`src/shared/bsr_pkg.sv`:
```
// constants shared by the bidirectional shift register block
package bsr_pkg;

  // ----------------------------------------
  // register map (byte addresses)
  // ----------------------------------------
  localparam int BSR_ADDR_W = 8;
  localparam logic [7:0] BSR_OFS_CTRL = 8'h00;
  localparam logic [7:0] BSR_OFS_VALUE = 8'h04;
  localparam logic [7:0] BSR_OFS_STATUS = 8'h08;

  // ----------------------------------------
  // field positions and reset values
  // ----------------------------------------
  localparam int BSR_CTRL_RUN_BIT = 0;
  localparam logic BSR_CTRL_RUN_RESET = 1'b1;
  localparam int BSR_STAT_STALL_BIT = 0;
  localparam int BSR_STAT_OUT_VALID_BIT = 1;
  localparam logic [1:0] BSR_RESP_OKAY = 2'h0;
  localparam logic [1:0] BSR_RESP_SLVERR = 2'h2;

  // ----------------------------------------
  // shift register defaults
  // ----------------------------------------
  typedef enum logic {BSR_EDGE_RISE, BSR_EDGE_FALL} bsr_edge_t;
  localparam int BSR_WIDTH_DEF = 8;
  localparam logic BSR_POL_DEF = 1'b1;
  localparam logic [31:0] BSR_CLEAR_DEF = 32'h00000000;
  localparam logic [31:0] BSR_PRESET_DEF = 32'hFFFFFFFF;
  localparam logic [31:0] BSR_INIT_DEF = 32'h00000000;

endpackage

```
`src/shared/bsr_stream_if.sv`:
```
// valid/ready word stream from the shift core to its output buffer and from the buffer to the receiver
`timescale 1ns/1ns
interface bsr_stream_if #(
  parameter int WIDTH = 8
) ();
  logic valid;
  logic ready;
  logic [WIDTH-1:0] data;
  modport src (output valid, output data, input ready);
  modport snk (input valid, input data, output ready);
endinterface

```
`src/rtl/bsr_buf2.sv`:
```
// two-entry buffer, all outputs toward the receiver come from flip-flops
`timescale 1ns/1ns
module bsr_buf2 #(
  parameter int WIDTH = 8
) (
  input wire logic clk,
  input wire logic srst,
  input wire logic ce,
  bsr_stream_if.snk up,
  bsr_stream_if.src dn
);
  logic out_valid;
  logic [WIDTH-1:0] out_data;
  logic spare_valid;
  logic [WIDTH-1:0] spare_data;
  logic push;
  logic pop;

  // the spare slot catches a word while the receiver stalls
  assign up.ready = !spare_valid;
  assign dn.valid = out_valid;
  assign dn.data = out_data;
  assign push = up.valid && !spare_valid;
  assign pop = out_valid && dn.ready;

  always_ff @(posedge clk) begin
    if (srst) begin
      out_valid <= 1'b0;
      out_data <= '0;
      spare_valid <= 1'b0;
      spare_data <= '0;
    end else if (ce) begin
      if (!out_valid || pop) begin
        if (spare_valid) begin
          out_valid <= 1'b1;
          out_data <= spare_data;
          spare_valid <= 1'b0;
        end else begin
          out_valid <= push;
          if (push) begin
            out_data <= up.data;
          end
        end
      end else if (push) begin
        spare_valid <= 1'b1;
        spare_data <= up.data;
      end
    end
  end
endmodule

```
`src/rtl/bsr_shift_top.sv`:
```
// bidirectional shift register with parallel load, set/clear and AXI4-Lite status
//
// The placing of the registers and register access over AXI4-Lite were left to the implementer.
`timescale 1ns/1ns
module bsr_shift_top #(
  parameter int REGISTER_WIDTH = bsr_pkg::BSR_WIDTH_DEF,
  parameter bsr_pkg::bsr_edge_t CLOCK_EDGE_SELECT = bsr_pkg::BSR_EDGE_RISE,
  parameter logic DIR_POLARITY = bsr_pkg::BSR_POL_DEF,
  parameter logic LOAD_POLARITY = bsr_pkg::BSR_POL_DEF,
  parameter logic SET_CLEAR_POLARITY = bsr_pkg::BSR_POL_DEF,
  parameter logic [REGISTER_WIDTH-1:0] ASYNC_CLEAR_VALUE =
    REGISTER_WIDTH'(bsr_pkg::BSR_CLEAR_DEF),
  parameter logic [REGISTER_WIDTH-1:0] SYNC_CLEAR_VALUE =
    REGISTER_WIDTH'(bsr_pkg::BSR_CLEAR_DEF),
  parameter logic [REGISTER_WIDTH-1:0] ASYNC_PRESET_VALUE =
    REGISTER_WIDTH'(bsr_pkg::BSR_PRESET_DEF),
  parameter logic [REGISTER_WIDTH-1:0] SYNC_PRESET_VALUE =
    REGISTER_WIDTH'(bsr_pkg::BSR_PRESET_DEF),
  parameter logic [REGISTER_WIDTH-1:0] INITIAL_OUTPUT_VALUE =
    REGISTER_WIDTH'(bsr_pkg::BSR_INIT_DEF)
) (
  input wire logic MCLK,
  input wire logic SRST,
  input wire logic CE,
  input wire logic SHIFT_CLK,
  input wire logic DIR,
  input wire logic LOAD_SHIFT,
  input wire logic ASYNC_CLEAR,
  input wire logic ASYNC_PRESET,
  input wire logic SYNC_CLEAR,
  input wire logic SYNC_PRESET,
  input wire logic SERIAL_IN_LEFT,
  input wire logic SERIAL_IN_RIGHT,
  input wire logic [REGISTER_WIDTH-1:0] DATA_IN,
  output logic [REGISTER_WIDTH-1:0] Q,
  output logic WORD_VALID,
  input wire logic WORD_READY,
  output logic [REGISTER_WIDTH-1:0] WORD_DATA,
  input wire logic [bsr_pkg::BSR_ADDR_W-1:0] S_AXI_AWADDR,
  input wire logic S_AXI_AWVALID,
  output logic S_AXI_AWREADY,
  input wire logic [31:0] S_AXI_WDATA,
  input wire logic [3:0] S_AXI_WSTRB,
  input wire logic S_AXI_WVALID,
  output logic S_AXI_WREADY,
  output logic [1:0] S_AXI_BRESP,
  output logic S_AXI_BVALID,
  input wire logic S_AXI_BREADY,
  input wire logic [bsr_pkg::BSR_ADDR_W-1:0] S_AXI_ARADDR,
  input wire logic S_AXI_ARVALID,
  output logic S_AXI_ARREADY,
  output logic [31:0] S_AXI_RDATA,
  output logic [1:0] S_AXI_RRESP,
  output logic S_AXI_RVALID,
  input wire logic S_AXI_RREADY
);
  import bsr_pkg::*;

  // ----------------------------------------
  // declarations
  // ----------------------------------------
  // width sets length
  localparam int W = REGISTER_WIDTH;
  logic [W-1:0] q;
  logic [W-1:0] next_q;
  logic run;
  logic clk_prev;
  logic armed;
  logic edge_seen;
  logic step;
  logic aclr;
  logic apre;
  logic sclr;
  logic spre;
  logic left;
  logic load;
  logic edge_from;
  logic aw_got;
  logic w_got;
  logic [BSR_ADDR_W-1:0] aw_addr;
  logic [31:0] w_data;
  logic [3:0] w_strb;

  bsr_stream_if #(.WIDTH(W)) push_if ();
  bsr_stream_if #(.WIDTH(W)) pop_if ();

  // ----------------------------------------
  // pin decode
  // ----------------------------------------
  // set/clear level
  assign aclr = (ASYNC_CLEAR == SET_CLEAR_POLARITY);
  assign apre = (ASYNC_PRESET == SET_CLEAR_POLARITY);
  assign sclr = (SYNC_CLEAR == SET_CLEAR_POLARITY);
  assign spre = (SYNC_PRESET == SET_CLEAR_POLARITY);
  assign left = (DIR == DIR_POLARITY);
  assign load = (LOAD_SHIFT == LOAD_POLARITY);

  // ----------------------------------------
  // shift clock edge detect
  // ----------------------------------------
  // armed keeps a pin that is already high at reset release from faking an edge
  always_ff @(posedge MCLK) begin
    if (SRST) begin
      clk_prev <= 1'b0;
      armed <= 1'b0;
    end else if (CE) begin
      clk_prev <= SHIFT_CLK;
      armed <= 1'b1;
    end
  end

  assign edge_from = (CLOCK_EDGE_SELECT == BSR_EDGE_FALL);
  assign edge_seen = armed && (clk_prev == edge_from) && (SHIFT_CLK != edge_from);
  // an edge that meets a full buffer or a stopped core is dropped, not queued
  assign step = CE && edge_seen && run && push_if.ready && !aclr && !apre;

  // ----------------------------------------
  // next value at a trigger edge
  // ----------------------------------------
  always_comb begin
    if (sclr) begin
      next_q = SYNC_CLEAR_VALUE;
    end else if (spre) begin
      next_q = SYNC_PRESET_VALUE;
    end else if (load) begin
      next_q = DATA_IN;
    end else if (left) begin
      next_q = {q[W-2:0], SERIAL_IN_RIGHT};
    end else begin
      next_q = {SERIAL_IN_LEFT, q[W-1:1]};
    end
  end

  // ----------------------------------------
  // register
  // ----------------------------------------
  // async pins act on the next system clock with CE high, without any shift clock edge
  always_ff @(posedge MCLK) begin
    if (SRST) begin
      q <= INITIAL_OUTPUT_VALUE;
    end else if (CE) begin
      if (aclr) begin
        q <= ASYNC_CLEAR_VALUE;
      end else if (apre) begin
        q <= ASYNC_PRESET_VALUE;
      end else if (step) begin
        q <= next_q;
      end
    end
  end

  assign Q = q;

  // ----------------------------------------
  // output word buffer
  // ----------------------------------------
  assign push_if.valid = step;
  assign push_if.data = next_q;
  assign pop_if.ready = WORD_READY;
  assign WORD_VALID = pop_if.valid;
  assign WORD_DATA = pop_if.data;

  bsr_buf2 #(.WIDTH(W)) i_bsr_buf2 (
    .clk(MCLK),
    .srst(SRST),
    .ce(CE),
    .up(push_if),
    .dn(pop_if)
  );

  // ----------------------------------------
  // AXI4-Lite write
  // ----------------------------------------
  always_ff @(posedge MCLK) begin
    if (SRST) begin
      S_AXI_AWREADY <= 1'b0;
      S_AXI_WREADY <= 1'b0;
      S_AXI_BVALID <= 1'b0;
      S_AXI_BRESP <= BSR_RESP_OKAY;
      aw_got <= 1'b0;
      w_got <= 1'b0;
      aw_addr <= '0;
      w_data <= '0;
      w_strb <= '0;
      run <= BSR_CTRL_RUN_RESET;
    end else if (CE) begin
      if (S_AXI_AWVALID && S_AXI_AWREADY) begin
        aw_got <= 1'b1;
        aw_addr <= S_AXI_AWADDR;
        S_AXI_AWREADY <= 1'b0;
      end else if (!aw_got && !S_AXI_BVALID) begin
        S_AXI_AWREADY <= 1'b1;
      end
      if (S_AXI_WVALID && S_AXI_WREADY) begin
        w_got <= 1'b1;
        w_data <= S_AXI_WDATA;
        w_strb <= S_AXI_WSTRB;
        S_AXI_WREADY <= 1'b0;
      end else if (!w_got && !S_AXI_BVALID) begin
        S_AXI_WREADY <= 1'b1;
      end
      if (aw_got && w_got && !S_AXI_BVALID) begin
        aw_got <= 1'b0;
        w_got <= 1'b0;
        S_AXI_BVALID <= 1'b1;
        S_AXI_BRESP <= BSR_RESP_OKAY;
        if (aw_addr == BSR_OFS_CTRL) begin
          if (w_strb[0]) begin
            run <= w_data[BSR_CTRL_RUN_BIT];
          end
        end else if (aw_addr != BSR_OFS_VALUE && aw_addr != BSR_OFS_STATUS) begin
          S_AXI_BRESP <= BSR_RESP_SLVERR;
        end
      end else if (S_AXI_BVALID && S_AXI_BREADY) begin
        S_AXI_BVALID <= 1'b0;
      end
    end
  end

  // ----------------------------------------
  // AXI4-Lite read
  // ----------------------------------------
  always_ff @(posedge MCLK) begin
    if (SRST) begin
      S_AXI_ARREADY <= 1'b0;
      S_AXI_RVALID <= 1'b0;
      S_AXI_RDATA <= '0;
      S_AXI_RRESP <= BSR_RESP_OKAY;
    end else if (CE) begin
      if (S_AXI_ARVALID && S_AXI_ARREADY) begin
        S_AXI_ARREADY <= 1'b0;
        S_AXI_RVALID <= 1'b1;
        S_AXI_RRESP <= BSR_RESP_OKAY;
        S_AXI_RDATA <= '0;
        unique case (S_AXI_ARADDR)
          BSR_OFS_CTRL: begin
            S_AXI_RDATA[BSR_CTRL_RUN_BIT] <= run;
          end
          BSR_OFS_VALUE: begin
            // widths above 32 show only their low word
            S_AXI_RDATA <= 32'(q);
          end
          BSR_OFS_STATUS: begin
            S_AXI_RDATA[BSR_STAT_STALL_BIT] <= !push_if.ready;
            S_AXI_RDATA[BSR_STAT_OUT_VALID_BIT] <= pop_if.valid;
          end
          default: begin
            S_AXI_RRESP <= BSR_RESP_SLVERR;
          end
        endcase
      end else if (S_AXI_RVALID && S_AXI_RREADY) begin
        S_AXI_RVALID <= 1'b0;
      end else if (!S_AXI_RVALID) begin
        S_AXI_ARREADY <= 1'b1;
      end
    end
  end
endmodule

```
`config.mk`:
```
export PLATFORM = sky130hd
export DESIGN_NAME = bsr_shift_top
export DESIGN_NICKNAME = d
export VERILOG_FILES = /design/src/shared/bsr_pkg.sv /design/src/shared/bsr_stream_if.sv /design/src/rtl/bsr_buf2.sv /design/src/rtl/bsr_shift_top.sv
export SDC_FILE = /design/constraint.sdc
export NUM_CORES = 1
export LEC_CHECK = 0
export CORE_ASPECT_RATIO = 0.7
export CORE_MARGIN = 2
export CORE_UTILIZATION = 60
export CTS_CLUSTER_SIZE = 16
export DETAILED_ROUTE_END_ITERATION = 16
export DONT_BUFFER_PORTS = 1
export GPL_ROUTABILITY_DRIVEN = 0
export PLACE_DENSITY = 0.76
export RECOVER_POWER = 50
export SETUP_SLACK_MARGIN = 0.2
export SYNTH_ARGS = -nofsm -noshare
export SYNTH_HDL_FRONTEND = slang
export SYNTH_SLANG_ARGS = --single-unit
```
`constraint.sdc`:
```
create_clock -name MCLK -period 2.15 [get_ports MCLK]
set_input_delay 0.3225 -clock MCLK [delete_from_list [all_inputs] [get_ports MCLK]]
set_output_delay 0.3225 -clock MCLK [all_outputs]
set_load 0.02 [all_outputs]
```
After elaboration in Yosys (flattened, before gate mapping)
Cells that the tools add are included. W data, S select, Z words.

RAM bits: 0. Memories: 0. Bits in registers: 82. Latch bits: 0. Bits in read-only memories: 0. Bits of input ports: 78.

Shift operators: 0. Add/sub/neg operators: 0. Equal/unequal tests: 6. Magnitude comparators: 0. $mul: 0. Divide/modulo/power cells: 0. Bitwise operators: 2. Multiplexer cells: 33. Reductions and logical operators: 56.

Operators with widths (number): $mux W8 (9); $reduce_and A2 Y1 (13); $logic_and A1 B1 Y1 (19); $mux W1 (18); $logic_not A8 Y1 (2); $reduce_bool A2 Y1 (8); $reduce_and A3 Y1 (3); $eq A8 B3 Y1 const B (1); $eq A8 B4 Y1 const B (1); $ne A8 B3 Y1 const B (1); $ne A8 B4 Y1 const B (1); $logic_not A1 Y1 (7); $mux W2 (3); $mux W6 (1); $reduce_and A4 Y1 (1); $pmux W1 S3 (1); $reduce_bool A3 Y1 (1); $reduce_or A3 Y1 (1); $ne A2 B1 Y1 const B (1); $ne A2 B2 Y1 const B (1); $not A1 Y1 (2); $pmux W1 S2 (1); $logic_or A1 B1 Y1 (1).

Longest topological paths before layout
Depth in word-level cells: 11. Gate-level depth with buffers: 6. Gate-level depth less buffers: 4.

Modules after synthesis
From an unflattened synthesis, not the netlist that was laid out.

Cell total of the unflattened synthesis: 304. Area total of the unflattened synthesis: 2772.7 um2.

By module, submodules not included: bsr_shift_top (cells each 217, area each 1886.8 um2, times used 1, sequential area each 760.7 um2); bsr_buf2 (cells each 87, area each 885.8 um2, times used 1, sequential area each 360.3 um2).

Worst setup path before layout
No wires, ideal clock.

Path kind: register -> register. From: register clk_prev. To: register i_bsr_buf2.spare_data[0]. Arrival: 1476 ps. Stages on the path, launching flop included: 5. Library setup time: 66 ps. Slack: 609 ps. Buffers on the path: 0. Cell sequence: dfxtp_1 or4b_4 nor4_4 a22oi_1 nor2_1.

Longest elaborated chain between the ends: 10.

Ends and longest elaborated chain: from (decl) (line bsr_shift_top.sv:67) `logic clk_prev;`; from (signal assigned) (line bsr_shift_top.sv:104) `clk_prev <= 1'b0;`; from (signal assigned) (line bsr_shift_top.sv:107) `clk_prev <= SHIFT_CLK;`; $not A1 Y1 (line bsr_shift_top.sv:113) `assign edge_seen = armed && (clk_prev == edge_from) && (SHIFT_CLK != edge_from);`; $logic_and A1 B1 Y1 (2 in a row) (line bsr_shift_top.sv:113); $logic_and A1 B1 Y1 (5 in a row) (line bsr_shift_top.sv:115) `assign step = CE && edge_seen && run && push_if.ready && !aclr && !apre;`; $logic_and A1 B1 Y1 (line bsr_buf2.sv:23) `assign push = up.valid && !spare_valid;`; $reduce_and A3 Y1 (no source line); to (signal assigned) (line bsr_buf2.sv:46) `spare_data <= up.data;`; to (decl) (line bsr_buf2.sv:15) `logic [WIDTH-1:0] spare_data;`.

Every way passes these cells. A chain may end at the register's enable or synchronous reset.

Final worst setup path
From: register S_AXI_ARREADY. To: register S_AXI_RDATA[7].

Longest elaborated chain between the ends: 2.

Ends and longest elaborated chain: from (decl) (line bsr_shift_top.sv:51) `output logic S_AXI_ARREADY,`; from (signal assigned) (line bsr_shift_top.sv:225) `S_AXI_ARREADY <= 1'b0;`; from (signal assigned) (line bsr_shift_top.sv:231) `S_AXI_ARREADY <= 1'b0;`; from (signal assigned) (line bsr_shift_top.sv:254) `S_AXI_ARREADY <= 1'b1;`; $logic_and A1 B1 Y1 (line bsr_shift_top.sv:230) `if (S_AXI_ARVALID && S_AXI_ARREADY) begin`; $reduce_and A2 Y1 (no source line); to (signal, indexed assignment) (line bsr_shift_top.sv:237) `S_AXI_RDATA[BSR_CTRL_RUN_BIT] <= run;`; to (signal assigned) (line bsr_shift_top.sv:241) `S_AXI_RDATA <= 32'(q);`; to (signal, indexed assignment) (line bsr_shift_top.sv:244) `S_AXI_RDATA[BSR_STAT_STALL_BIT] <= !push_if.ready;`; to (decl) (line bsr_shift_top.sv:52) `output logic [31:0] S_AXI_RDATA,`.

Every way passes these cells.

==> summary.md <==
| Metric | Value |
|---|---|
| Post-layout net count | 383 |
| Slew HR | 47.4% |
| Worst endpoint data arrival time | 2.08 ns |
| Synthesized-area fraction occupied by adder cells | 0% |
| Count of synthesis-stage warnings from yosys | 0 |
| Initial antenna violation count | 0 |
| Number of top-level pins | around 140 |
| Cells after Synth | 309 |
| Final Max Tran Viols | 0 |
| Most common cell after layout, fill and taps aside | sky130_fd_sc_hd__dfxtp_1 |
| Via count of the first global-routing pass | 1,868 |
| Cell family with most CP delay | simple AND/OR/NAND/NOR gates |
| Routed length per placed instance | 16.0 um |
| Clock Tree Root | sky130_fd_sc_hd__clkbuf_8 |
| Row Count | 20 |
| Total Routing Usage GR | 23.0% |
| Area fraction in and, or, nand and nor cells after synthesis | 23.9% |
| Clock-pin slew reported for the worst setup and hold paths after clock tree synthesis | around 0.090 ns |
| Number of hold-repair buffers added at the cts stage | 0 |
| Final setup fails | 0 |
| Number of filler cells placed in the layout | 403 |
| Effective utilization at floorplan | 62.2% |
| Run status | complete, no violations |
| Kind of launch point of the worst setup path | flop |
| Portion of the clock cycle consumed by the worst path in the final layout | 84.9% |
| Worst path max stage delay | 0.76 ns |
| Data required time at the worst endpoint | 2.40 ns |
| Setup skew after layout | about 0.0045 ns |
| Top library cells by usage in the layout, fill and taps aside | sky130_fd_sc_hd__dfxtp_1 (56), sky130_fd_sc_hd__nand2_1 (42), sky130_fd_sc_hd__nor2_1 (26), sky130_fd_sc_hd__conb_1 (26), sky130_fd_sc_hd__a21oi_1 (23) |
| Avg Cell Area, Syn | just under 9 um^2 |
| Iteration-0 DRC count of the detailed router | 112 |
| Post-synth cell types | 43 |
| Leak pwr | 0.000978 uW |
| Wire length of the first global-routing pass | 9.07 mm |
| Clock tree from TritonCTS | built |
| Deepest level of the CTS H-tree | 2 |
| Post-detail-place hpwl | 4.37 mm |
| Clk Latency, worst-skew pair | 0.31 ns |
| Count of max-cap constraint violations | 0 |
| CP endpoint kind | flop |
| Drc violations | 0 |
| Final Routed Wirelength | 5.78 mm |
| Number of synthesized flops with an enable pin | 0 |
| Slowest cell on crit path | sky130_fd_sc_hd__nor4b_2 |
| Die Footprint | 0.00502 mm^2 |
| Path type of the worst setup path | reg2reg |
| Final hold vios | 0 |
| Main combinational cell family by area after synthesis | simple AND/OR/NAND/NOR gates |
| Max Root-Sink Buffers | 2 |
| Cell area after technology mapping | around 0.0027 mm^2 |
| Die extent in y | between 50 and 60 um |
| Share of post-route cells with drive strength above 1 | about 5.9% |
| Transition time of the tightest slew-check pin | a little under 0.8 ns |
| Synth Area in XOR/XNOR | 0% |
| N_diodes | 0 |
| Setup fix buffers added after clock tree synthesis | 0 |
| Num CTS Buffers | 5 |
| Area of the placeable core | 0.00430 mm^2 |
| Iteration count of the initial detailed-routing pass | 4 |
| Pwr dens | between 600 and 700 mW/mm^2 |
| Number of buffers inserted by port buffering | 0 |
| Main synth FF type | sky130_fd_sc_hd__dfxtp_1 |
| Area growth from synthesis to final layout | 0.701% |
| Critical Path, Cell by Cell | nand3_1 > nor4b_2 > a22o_1 |
| Resized Gates After CTS | 0 |
| Synth async-reset ratio | 0% |
| Max Freq | 548 MHz |
| Minimum clock period | 1.83 ns |
| Number of vias per cell | 5.96 |
| Largest net degree at the start of global routing | 45 |
| Maximum fanout encountered on the critical timing path | 7 |
| Vias after detailed routing | 2,153 |
| Final core utilization | 62.7% |
| Setup TNS | 0 ns |
| Buf/Inv on CP | 0 |
| Total gr overflow | 0 |
| Portion of netlist area occupied by mux cells | 4.48% |
| Worst IR drop on VDD | roughly 0.00044 V |
| Register bit total from synthesis | 56 |
| Clock tree sinks | between 50 and 60 |
| Die Span X | between 80 and 90 um |
| Antenna viol nets, final | 0 |
| Share of the yosys chip area belonging to registers | 41.8% |
| RSZ-0062 raised after global routing | no |
| Worst min path class | in2reg |
| Post-synthesis compound-gate area fraction | 19.5% |
[per-layer routing]
metal | up-vias | track usage, % | wire, um
li1 | 1051 | - | -
met1 | 1026 | 31.7 | 2760
met2 | 73 | 36.6 | 2610
met3 | 3 | 6.49 | 390
met4 | 0 | 4.84 | 24
met5 | - | 0 | 0
[through the flow]
step	setup WS, ns	instances	cell area, um^2	power (uW)	hold slack, ns
5_1_grt	0.248	361	2700	1940	0.0526
4_1_cts	0.402	361	2700	1880	0.0632
3_3_place_gp	0.460	353	2610	1310	0.397
2_1_floorplan	0.609	334	2770	1330	0.436
6_report	0.324	361	2700	1850	0.0737
3_5_place_dp	0.426	353	2610	1310	0.398
[synth_stat cells, drive strengths merged, types with 3 or more instances]
| master | n | area (um^2) |
|---|---|---|
| dfxtp | 56 | 1120 |
| nand2 | 42 | 158 |
| nor2 | 27 | 109 |
| a21boi | 6 | 45.0 |
| nor3b | 7 | 52.6 |
| a211o | 3 | 28.8 |
| nor3 | 6 | 30.0 |
| a22oi | 9 | 67.6 |
| nand3 | 20 | 100 |
| a22o | 6 | 52.6 |
| buf | 29 | 219 |
| mux2i | 12 | 120 |
| a2bb2oi | 8 | 70.1 |
| inv | 3 | 11.3 |
| a21oi | 23 | 115 |
| nand2b | 3 | 18.8 |
| nor4 | 4 | 46.3 |
| a31oi | 3 | 18.8 |
| clkbuf | 11 | 41.3 |
| a41oi | 8 | 70.1 |
[registers in the layout (all words and copies together) (netlist names), 8 cells and up]
signal / flops
aw_addr: 8
S_AXI_RDATA: 8
i_bsr_buf2.spare_data: 8
i_bsr_buf2.dn.data: 8
Q: 8
[power breakdown]
group / total, uW / leakage [uW] / switching, uW / internal [uW]
logic: 177 / 0.000479 / 117 / 59.9
registers: 1110 / 0.000455 / 50.1 / 1060
clock network: 565 / 0.0000445 / 333 / 232
[layout make-up]
class / instances / area, um^2 / share of cell area, %
multi-input cells: 235 / 1380 / 51.2
well taps: 55 / 68.8 / 2.55
flip-flops and latches: 56 / 1120 / 41.6
repair buffers: 4 / 26.3 / 0.974
inverters: 3 / 11.3 / 0.417
clock buffers: 5 / 68.8 / 2.55
clock inverters: 3 / 21.3 / 0.788
[final timing paths]
path,to,cells past startpoint,slack [ns],start
setup / recovery,S_AXI_RDATA[7],3,0.32,S_AXI_ARREADY
hold / removal,w_data[0],1,0.07,SRST
setup reg to reg,S_AXI_RDATA[7],3,0.32,S_AXI_ARREADY
hold reg to reg,aw_addr[5],2,0.45,aw_addr[5]
[cells by family (layout without fill, tap and decap cells)]
kind of cell / after synthesis / count (layout)
and+or+nand+nor: 124 / 124
buffers and inverters: 43 / 15
DFF: 56 / 56
AOI/OAI and AO/OA: 73 / 73
muxes: 12 / 12
other: 1 / 26
Power figures use the tool's default switching activity.
